[src/inc/hscan_pkg.sv]
// Purpose: Shared constants for the horizontal scan timing block
// Assumes: Byte-wide indexed register access, one character clock enable
// Notes: Offsets are controller register indices
`default_nettype none
package hscan_pkg;
  // Register indices
  localparam logic [6:0] IDX_LINE_TOTAL = 7'h00;
  localparam logic [6:0] IDX_ACTIVE_WIDTH_END = 7'h01;
  localparam logic [6:0] IDX_BLANK_START = 7'h02;
  localparam logic [6:0] IDX_BLANK_END_AND_SKEW = 7'h03;
  localparam logic [6:0] IDX_SYNC_END = 7'h05;
  localparam logic [6:0] IDX_VRETRACE_END = 7'h11;
  localparam logic [6:0] IDX_PROTECT_LAST = 7'h07;
  // Reset values
  localparam logic [7:0] LINE_TOTAL_RST = 8'h00;
  localparam logic [7:0] ACTIVE_WIDTH_END_RST = 8'h00;
  localparam logic [7:0] BLANK_START_RST = 8'h00;
  localparam logic [7:0] BLANK_END_RST = 8'h80;
  localparam logic [7:0] SYNC_END_RST = 8'h00;
  localparam logic [7:0] VRETRACE_END_RST = 8'h00;
  // Field positions
  localparam int BE_RSVD_BIT = 7;
  localparam int SKEW_HI = 6;
  localparam int SKEW_LO = 5;
  localparam int BE_LOW_HI = 4;
  localparam int SYNC_END_BE5_BIT = 7;
  localparam int PROTECT_BIT = 7;
  localparam int MISC_EMUL_BIT = 0;
  // Timing
  localparam logic [8:0] LINE_TOTAL_BIAS = 9'h005;
  localparam logic [7:0] ACTIVE_END_BIAS = 8'h01;
  // I/O ports
  localparam logic [15:0] PORT_INDEX_MONO = 16'h03b4;
  localparam logic [15:0] PORT_DATA_MONO = 16'h03b5;
  localparam logic [15:0] PORT_INDEX_COLOUR = 16'h03d4;
  localparam logic [15:0] PORT_DATA_COLOUR = 16'h03d5;
endpackage
`default_nettype wire

[src/logic/hscan_timing.sv]
// Purpose: Horizontal display enable and blanking windows with indexed registers
// Assumes: Character clock enable from an outside divider, I/O bus in clk_sys domain
//   vert_active and misc_output_register come from logic on clk_sys
// Notes: Blanking is not skewed; only display enable passes the skew line
//   A total written below the running count lets the counter run on to its 9-bit wrap
// Functional notes
// - Scan line period is the line total field plus five character clocks.
// - A zero line total stops display data fetching.
// - Active width end holds the active character count minus one.
// - Display enable starts each line in the vertical active region and ends by width or total.
// - An oversize width end leaves enable on for all but the final character.
// - Blanking starts when the horizontal count reaches blank start.
// - Top bit of blank end register ignores writes and reads as one.
// - Skew bits 6:5 delay both active edges by zero to three character clocks.
// - Blank end is six bits: low five from blank end register, top from sync end bit 7.
// - Blanking ends when the low six count bits match the six-bit blank end.
// - Active width end is read/write but write protected under group zero.
// - Registers are reached by index then data port, pair chosen by emulation mode.
// - Group zero protection covers indices 0 to 7 and is set by retrace end bit 7.
`timescale 1ns/10ps
`default_nettype none
module hscan_timing
  import hscan_pkg::*;
#(
  parameter int SKEW_DEPTH = 3
) (
  // Clock and reset
  input wire logic clk_sys,
  input wire logic nrst,
  // Character clock enable and vertical window
  input wire logic char_en,
  input wire logic vert_active,
  // I/O port bus
  input wire logic [15:0] io_addr,
  input wire logic io_wr,
  input wire logic io_rd,
  input wire logic [7:0] io_wdata,
  output logic [7:0] io_rdata,
  output logic io_hit,
  // Emulation select from misc output register bit 0
  input wire logic [7:0] misc_output_register,
  // Timing outputs
  output logic disp_en,
  output logic hblank,
  output logic fetch_en,
  output logic [7:0] hcount
);
  typedef struct packed {
    // Register file
    logic [6:0] index;
    logic [7:0] line_total;
    logic [7:0] active_width_end;
    logic [7:0] blank_start;
    logic [6:0] blank_end_low;
    logic [7:0] sync_end;
    logic [7:0] vretrace_end;
    // Line timing
    logic [8:0] count;
    logic active;
    logic blank;
    logic fetch;
    // Bus answer
    logic [7:0] rdata;
    logic hit;
  } hscan_state_t;

  hscan_state_t st_reg;
  hscan_state_t st_next;

  // Decoded bus selects and derived timing fields
  logic skew_out;
  logic colour;
  logic idx_sel;
  logic data_sel;
  logic prot;
  logic last_char;
  logic [5:0] blank_end6;
  logic [8:0] width_end;

  // Period check shared by wrap and enable end
  function automatic logic is_last(input logic [8:0] cnt, input logic [7:0] tot);
    is_last = (cnt == ({1'b0, tot} + LINE_TOTAL_BIAS - 9'h001));
  endfunction

  // One port of the active pair, chosen by emulation mode
  function automatic logic port_is(input logic [15:0] addr, input logic col,
    input logic [15:0] mono, input logic [15:0] clr);
    port_is = (addr == (col ? clr : mono));
  endfunction

  assign colour = misc_output_register[MISC_EMUL_BIT];
  assign idx_sel = port_is(io_addr, colour, PORT_INDEX_MONO, PORT_INDEX_COLOUR);
  assign data_sel = port_is(io_addr, colour, PORT_DATA_MONO, PORT_DATA_COLOUR);

  assign prot = st_reg.vretrace_end[PROTECT_BIT] && (st_reg.index <= IDX_PROTECT_LAST);

  assign blank_end6 = {st_reg.sync_end[SYNC_END_BE5_BIT], st_reg.blank_end_low[BE_LOW_HI:0]};

  // last active character index is the field itself
  assign width_end = {1'b0, st_reg.active_width_end};
  // Last character of the programmed period
  assign last_char = is_last(st_reg.count, st_reg.line_total);

  // Next state: bus access first, then the character step
  always_comb begin
    st_next = st_reg;
    // Answer strobe lasts one cycle; read data holds until the next read
    st_next.hit = 1'b0;
    // Register writes through index and data ports
    if (io_wr && idx_sel) begin
      // Index keeps seven bits; its top bit reads back as zero
      st_next.index = io_wdata[6:0];
    end
    if (io_wr && data_sel) begin
      case (st_reg.index)
        IDX_LINE_TOTAL: if (!prot) st_next.line_total = io_wdata;
        IDX_ACTIVE_WIDTH_END: if (!prot) st_next.active_width_end = io_wdata;
        IDX_BLANK_START: if (!prot) st_next.blank_start = io_wdata;
        IDX_BLANK_END_AND_SKEW: if (!prot) st_next.blank_end_low = io_wdata[6:0];
        // Only bit 7 feeds this block; the rest is kept for readback
        IDX_SYNC_END: if (!prot) st_next.sync_end = io_wdata;
        IDX_VRETRACE_END: begin
          // Outside the protected group, so protection can always be lifted
          st_next.vretrace_end = io_wdata;
        end
        // Unmapped index: write dropped
        default: st_next.index = st_reg.index;
      endcase
    end

    // Reads registered; unmapped index reads zero
    if (io_rd && (idx_sel || data_sel)) begin
      st_next.hit = 1'b1;
      // Index port or data port; both answer in the next cycle
      if (idx_sel) begin
        st_next.rdata = {1'b0, st_reg.index};
      end else begin
        case (st_reg.index)
          IDX_LINE_TOTAL: st_next.rdata = st_reg.line_total;
          IDX_ACTIVE_WIDTH_END: st_next.rdata = st_reg.active_width_end;
          IDX_BLANK_START: st_next.rdata = st_reg.blank_start;
          IDX_BLANK_END_AND_SKEW: st_next.rdata = {1'b1, st_reg.blank_end_low};
          IDX_SYNC_END: st_next.rdata = st_reg.sync_end;
          IDX_VRETRACE_END: st_next.rdata = st_reg.vretrace_end;
          default: st_next.rdata = 8'h00;
        endcase
      end
    end

    st_next.fetch = (st_reg.line_total != 8'h00);

    // A total cut below the running count runs on to the 9-bit wrap
    if (char_en) begin
      // counter wraps after total plus five
      if (last_char) begin
        st_next.count = 9'h000;
        // enable at line start during vertical active
        st_next.active = vert_active;
      end else begin
        st_next.count = st_reg.count + 9'h001;
        // end at width end, or before last character
        if (st_reg.count == width_end || is_last(st_reg.count + 9'h001, st_reg.line_total)) begin
          st_next.active = 1'b0;
        end
      end
      // Start is tested first, so equal start and end leaves blanking on
      // blanking begins at start count
      if (st_next.count[7:0] == st_reg.blank_start && !st_next.count[8]) begin
        st_next.blank = 1'b1;
      end else if (st_next.count[5:0] == blank_end6) begin
        st_next.blank = 1'b0;
      end
    end
  end

  // Reset loads the defaults; undefined fields start at zero
  always_ff @(posedge clk_sys or negedge nrst) begin
    if (!nrst) begin
      st_reg <= '0;
      st_reg.line_total <= LINE_TOTAL_RST;
      st_reg.active_width_end <= ACTIVE_WIDTH_END_RST;
      st_reg.blank_start <= BLANK_START_RST;
      st_reg.blank_end_low <= BLANK_END_RST[6:0];
      st_reg.sync_end <= SYNC_END_RST;
      st_reg.vretrace_end <= VRETRACE_END_RST;
    end else begin
      st_reg <= st_next;
    end
  end

  // Next enable feeds the chain so code zero lines up with the count
  // skew chain on display enable
  hscan_skew_line #(
    .DEPTH(SKEW_DEPTH)
  ) u_skew (
    .clk_sys(clk_sys),
    .nrst(nrst),
    .adv(char_en),
    .sel(st_reg.blank_end_low[SKEW_HI:SKEW_LO]),
    .din(st_next.active),
    .dout(skew_out)
  );

  // Outputs come straight from registers
  assign disp_en = skew_out;
  assign hblank = st_reg.blank;
  assign fetch_en = st_reg.fetch;
  assign hcount = st_reg.count[7:0];
  assign io_rdata = st_reg.rdata;
  assign io_hit = st_reg.hit;
endmodule
`default_nettype wire

[src/logic/hscan_skew_line.sv]
// Purpose: Selectable delay of display enable by 0..3 character clocks
// Assumes: Advance enable is the character clock pulse
// Notes: Output comes straight from a flop
`timescale 1ns/10ps
`default_nettype none
module hscan_skew_line #(
  parameter int DEPTH = 3
) (
  // Clock and reset
  input wire logic clk_sys,
  input wire logic nrst,
  // Character step and data
  input wire logic adv,
  input wire logic [1:0] sel,
  input wire logic din,
  output logic dout
);
  typedef struct packed {
    logic [DEPTH-1:0] chain;
    logic out;
  } skew_state_t;
  skew_state_t st_reg;
  skew_state_t st_next;
  assign dout = st_reg.out;
  // Shift chain; tap chosen by code, zero code passes input through one flop
  always_comb begin
    st_next = st_reg;
    if (adv) begin
      st_next.chain = {st_reg.chain[DEPTH-2:0], din};
      if (sel == 2'h0) begin
        st_next.out = din;
      end else begin
        st_next.out = st_reg.chain[sel - 2'h1];
      end
    end
  end
  always_ff @(posedge clk_sys or negedge nrst) begin
    if (!nrst) begin
      st_reg <= '0;
    end else begin
      st_reg <= st_next;
    end
  end
endmodule
`default_nettype wire

[config.mk]
export PLATFORM = sky130hd
export DESIGN_NAME = hscan_timing
export DESIGN_NICKNAME = d
export VERILOG_FILES = /design/src/inc/hscan_pkg.sv /design/src/logic/hscan_timing.sv /design/src/logic/hscan_skew_line.sv
export SDC_FILE = /design/constraint.sdc
export NUM_CORES = 1
export LEC_CHECK = 0
export BUFFER_PORTS_ARGS = -buffer_cell sky130_fd_sc_hd__buf_2
export CORE_MARGIN = 3
export CORE_UTILIZATION = 45
export CTS_CLUSTER_DIAMETER = 60
export DETAILED_ROUTE_END_ITERATION = 10
export PLACE_DENSITY_LB_ADDON = 0.05
export SETUP_SLACK_MARGIN = 0.1
export SLEW_MARGIN = 10
export SYNTH_ARGS = -nofsm -noshare
export SYNTH_HDL_FRONTEND = slang
export SYNTH_SLANG_ARGS = --single-unit
[constraint.sdc]
create_clock -name clk_sys -period 3.3 [get_ports clk_sys]
set_input_delay 0.33 -clock clk_sys [delete_from_list [all_inputs] [get_ports clk_sys]]
set_output_delay 0.33 -clock clk_sys [all_outputs]
set_load 0.1 [all_outputs]
== Yosys cells after proc, flatten, opt, wreduce, memory -nomap -nowiden ==
Index checks and enable logic that the tools add are counted.

* Register bits: 79
* Bits of input ports: 38
* Output and inout bits: 20
* Word-level logic and storage cells: 83

* Add/subtract/negate cells: 4
* Order comparisons: 2
* Equality and inequality tests: 13
* Multiplexer cells: 28
* Bitwise operators: 1
* Reduce and logical (&&, ||, !) cells: 20

{| class="wikitable"
|+ Operator list
! cell !! count
|-
| $mux W8 || 10
|-
| $mux W54 || 1
|-
| $pmux W8 S6 || 1
|-
| $mux W7 || 6
|-
| $eq A16 B10 Y1 || 2
|-
| $mux W10 || 2
|-
| $eq A9 B9 Y1 || 2
|-
| $reduce_and A3 Y1 || 5
|-
| $eq A7 B2 Y1 const B || 2
|-
| $add A8 B3 Y9 const B || 1
|-
| $add A9 B1 Y9 const B || 1
|-
| $eq A9 B8 Y1 || 1
|-
| $sub A9 B1 Y9 const B || 1
|-
| $eq A8 B8 Y1 || 1
|-
| $reduce_bool A8 Y1 || 1
|-
| $eq A7 B1 Y1 const B || 1
|-
| $eq A7 B3 Y1 const B || 1
|-
| $eq A7 B5 Y1 const B || 1
|-
| $le A7 B3 Y1 const B || 1
|-
| $logic_not A7 Y1 || 1
|-
| $eq A6 B6 Y1 || 1
|-
| $mux W1 || 6
|-
| $reduce_or A6 Y1 || 1
|-
| $logic_and A1 B1 Y1 || 5
|-
| other kinds (11) || 13
|}

== Depth between registers and ports, before layout ==
* Word-level depth: 12
* Depth in mapped cells: 13
* Depth with buffers taken out: 10

== By module ==
A second synthesis with hierarchy kept.

* Cells, all modules: 454
* Area, all modules: 4667.0 um^2

{| class="wikitable"
|+ Modules (own cells, without submodules)
! module !! times used !! cells an instance !! area each (um^2) !! sequential area each (um^2)
|-
| hscan_timing || 1 || 437 || 4458.0 || 1876.8
|-
| hscan_skew_line || 1 || 17 || 209.0 || 100.1
|}

== Worst setup path after synthesis ==
No wires, ideal clock.

* Path kind: flip-flop to flip-flop
* Start: register st_reg[62] (netlist name)
* End: register st_reg, in the netlist hblank
* Library setup time: 0.095 ns
* Data arrival time: 2.715 ns
* Required time: 3.205 ns
* Slack: 0.490 ns
* Stages on the path, launching flop included: 13
* Buffers on the path: 3
* Period minus slack after synthesis: 2.810 ns
* Path through: dfrtp_1 -> clkbuf_2 -> inv_1 -> ha_1 -> xor2_2 -> or4_4 -> nor4b_2 -> o311a_1 -> buf_6 -> buf_2 -> mux2i_1 -> nand4_1 -> o31ai_1

* Cells in the longest elaborated chain, start to end: 9

{| class="wikitable"
|+ Ends and longest elaborated chain
! element !! line !! RTL
|-
| start: declaration || hscan_timing.sv:67 || <nowiki>hscan_state_t st_reg;</nowiki>
|-
| start signal: assignment || hscan_timing.sv:187 || <nowiki>st_reg <= st_next;</nowiki>
|-
| $add A8 B3 Y9 * || hscan_timing.sv:82 || <nowiki>is_last = (cnt == ({1'b0, tot} + LINE_TOTAL_BIAS - 9'h001));</nowiki>
|-
| $sub A9 B1 Y9 * || hscan_timing.sv:82 ||
|-
| $eq A9 B9 Y1 * || hscan_timing.sv:82 ||
|-
| $mux W10 * || hscan_timing.sv:155 || <nowiki>if (last_char) begin</nowiki>
|-
| $mux W10 * || hscan_timing.sv:153 || <nowiki>if (char_en) begin</nowiki>
|-
| $eq A8 B8 Y1 / $logic_not A1 Y1 (equally long branches) || hscan_timing.sv:168 || <nowiki>if (st_next.count[7:0] == st_reg.blank_start && !st_next.count[8]) begin</nowiki>
|-
| $logic_and A1 B1 Y1 || hscan_timing.sv:168 ||
|-
| $reduce_bool A2 Y1 (no line) || - ||
|-
| $reduce_and A2 Y1 (no line) || - ||
|}

Every way passes the cells marked *; elsewhere a longest branch is shown, timed or not. The select of a mux whose other input is x is not followed.
A chain may end at the register's enable or synchronous reset.

== Worst setup path after layout ==
* Start: register st_reg[63] (netlist name)
* End: register st_reg, in the netlist hblank

The elaborated chain is that of the path after synthesis.

==> impl_metrics.ini <==
[clock_network]
insertion_delay_ns = 0.36
cts_tree = yes
cts_resized = 0
clk_path_buf_depth = 2
htreeDepth = 3
path_clk_slew_ns = 0.09
cts-root-buf = clkbuf_8
cts_buffers = 9
post-cts-setup-buffers = 0
cts.sinks = 79
postCtsHoldBufs = 0

[placement]
placed_cells = 606
dpl_worst_slack_ns = 0.249
globalplace.congestion = 0.818
numPortBuffers = 50
dp_hpwl_um = 8170

[pwr]
peakVddDrop_uv = 395
p_per_area_mw_per_mm2 = 606
leakage_uw = 0.00234
power_uw = 3110

[floorplan]
die_h_um = 107
core_area_mm2 = 0.00986
initial_core_util_pct = 46.8
std_cell_rows = 36
die_w_um = 107
pin_count = 58
die_area_mm2 = 0.0115

[sta]
max_freq_mhz = 336
rsz0062_at_grt = no
fin_ws_ns = 0.325
tns_ns = 0
min_period_over_period_pct = 90.1
final_max_slew_viol_count = 0
slew_headroom_pct = 32.2
fin_skew_ns = 0.0107
finalCriticalPeriod_ns = 2.97
report.final.hold_viol_count = 0
hold_ws_ns = 0.131
tightest_slew_ns = 1.02
finalSetupViolCount = 0

[critical_path]
critPathMaxStageDelay_ns = 0.52
worstPathRequired_ns = 3.56
crit_arrival_ns = 3.23
crit_type = flop to flop
crit_chain = inv_1 -> ha_1 -> xor2_2 -> or4_4 -> nor4b_2 -> o311a_2 -> buf_4 -> mux2i_1 -> nand4_1 -> o31ai_1
path_max_fanout = 10
path_depth = 10
critPathLaunchType = flop
endpoint_kind = flop
worstRegToRegCells = 10
critPathTopFamily = simple AND/OR/NAND/NOR gates
crit_buf_inv = 2
slowest_stage = or4_4

[layout]
fin_cells = 622
nets = 526
syn_to_final_growth_pct = 11.0
fillers = 914
multiInputGateArea_mm2 = 0.00235
layout-drive-gt1-share_pct = 30.5
seqCellArea_mm2 = 0.00198
largest_reg_flops = 50
n_antenna_cell = 0

[routing]
avgViaCountPerCell = 5.55
drtIter0Drc = 187
wl_per_cell_um = 18.4
wirelength_um = 11500
num_vias = 3452
antenna_left = 0
drc = 0
dr.pass1.iters = 4

[yosys]
synth.most_common_cell = dfrtp_1
ys_warn_count = 0
synth_edf_count = 0
avgSynthCellArea_um2 = 10.2
synth_area_mm2 = 0.00462
synth_cell_types = 48
async_reset_ff_share_pct = 100
synthTopCellsByCount = 79 x dfrtp_1, 62 x mux2_2, 41 x nand2_1
ys_ff_latch = 79
synthTopCellsByArea = dfrtp_1 43%, mux2_2 15%, xnor2_1 4.7%
synth_ff_type = dfrtp_1
syn_inst = 451
synth_top_cell_by_area = dfrtp_1
seq_area_frac_synth_pct = 42.8
syn-num-nets = 493
synth.top_cell.area_share_pct = 42.8

[global_route]
antenna_found_initial = 0
overflow = 0
grt_pass1_wl_um = 18200
track_usage_pct = 20.8
grt_pass1_vias = 3220
grt_max_degree = 80

[outcome]
outcome = complete, no violations

[worst_hold_path]
hp-class = input port to async pin

[job]
drv_cap = 0
## layout make-up
type / count / area share (%)
Timing Repair Buffer: 64 / 6.98
Multi-Input combinational cell: 318 / 45.9
Clock buffer: 9 / 2.42
Inverter: 12 / 0.879
Tap cell: 133 / 3.25
Sequential cell: 79 / 38.6
Clock inverter: 7 / 2.00
## routing by layer
layer	vias to the layer above	share of wire (%)	global-route usage [%]
li1	1681	-	-
met5	-	0	0
met4	0	1.4	5.57
met2	82	44	29.9
met3	12	4.0	3.60
met1	1677	51	32.2
## cell usage in the layout (no fill, tap or decap), drive strengths merged, types with 2 or more instances in the layout
| cell type | synthesis | routed |
|---|---|---|
| mux2i | 4 | 4 |
| o41ai | 2 | 2 |
| nor4 | 5 | 5 |
| ha | 4 | 4 |
| nor2b | 3 | 3 |
| or3 | 5 | 5 |
| nor2 | 19 | 19 |
| inv | 12 | 16 |
| buf | 24 | 64 |
| o32ai | 2 | 2 |
| nor3b | 2 | 2 |
| mux2 | 62 | 62 |
| a221o | 7 | 7 |
| xnor2 | 25 | 25 |
| o22ai | 7 | 7 |
| a22oi | 8 | 8 |
| bufinv | 0 | 2 |
| and3 | 3 | 3 |
| dfrtp | 79 | 79 |
| nor4b | 5 | 5 |
| nand4 | 5 | 5 |
| nand2 | 41 | 41 |
| nand3b | 2 | 2 |
| o31ai | 6 | 6 |
| nand2b | 4 | 4 |
| a21oi | 15 | 15 |
| a211oi | 4 | 4 |
| o21ai | 34 | 34 |
| nand3 | 15 | 15 |
| a31oi | 3 | 3 |
| clkbuf | 18 | 9 |
| xor2 | 12 | 12 |
| nor3 | 4 | 4 |
## worst register-to-register path, delay by kind of cell (launching register included)
kind / cells / cell delay (ns)
and+or+nand+nor: 3 / 0.87
AOI/OAI and AO/OA: 2 / 0.61
DFF: 1 / 0.44
xor gates and xnor gates: 1 / 0.20
buffers and inverters: 2 / 0.27
muxes: 1 / 0.17
adders and majority gates: 1 / 0.32
## final timing paths
kind / slack, ns / to / from
min reg2reg: 0.48 / io_rdata[2] / io_rdata[2]
min: 0.13 / hcount[5] / nrst
max reg2reg: 0.33 / hblank / st_reg[63]
max: 0.33 / hblank / st_reg[63]
min in group clk_sys: 0.25 / io_hit / io_rd
max in group asynchronous: 2.49 / st_reg[60] / nrst
## metrics by stage
stage / instance area (um^2) / utilization (%)
floorplan: 4620 / -
global placement: 4900 / 49.6
detailed placement: 4900 / 49.6
CTS: 5120 / 51.9
global route: 5120 / 52.0
finish: 5120 / 52.0
## cells by family after synthesis
family / count (synthesis) / synth area share (%)
adders and majority gates: 4 / 1.08
buffers and inverters: 54 / 6.29
muxes: 66 / 16.0
and+or+nand+nor: 118 / 13.1
DFF: 79 / 42.8
AOI/OAI and AO/OA: 92 / 13.1
xor gates and xnor gates: 38 / 7.67
## power by group
| part | switching (uW) | total, uW | internal (uW) |
|---|---|---|---|
| registers | 128 | 1170 | 1040 |
| logic | 754 | 1110 | 356 |
| clock network | 393 | 831 | 438 |
Power figures use the tool's default switching activity.
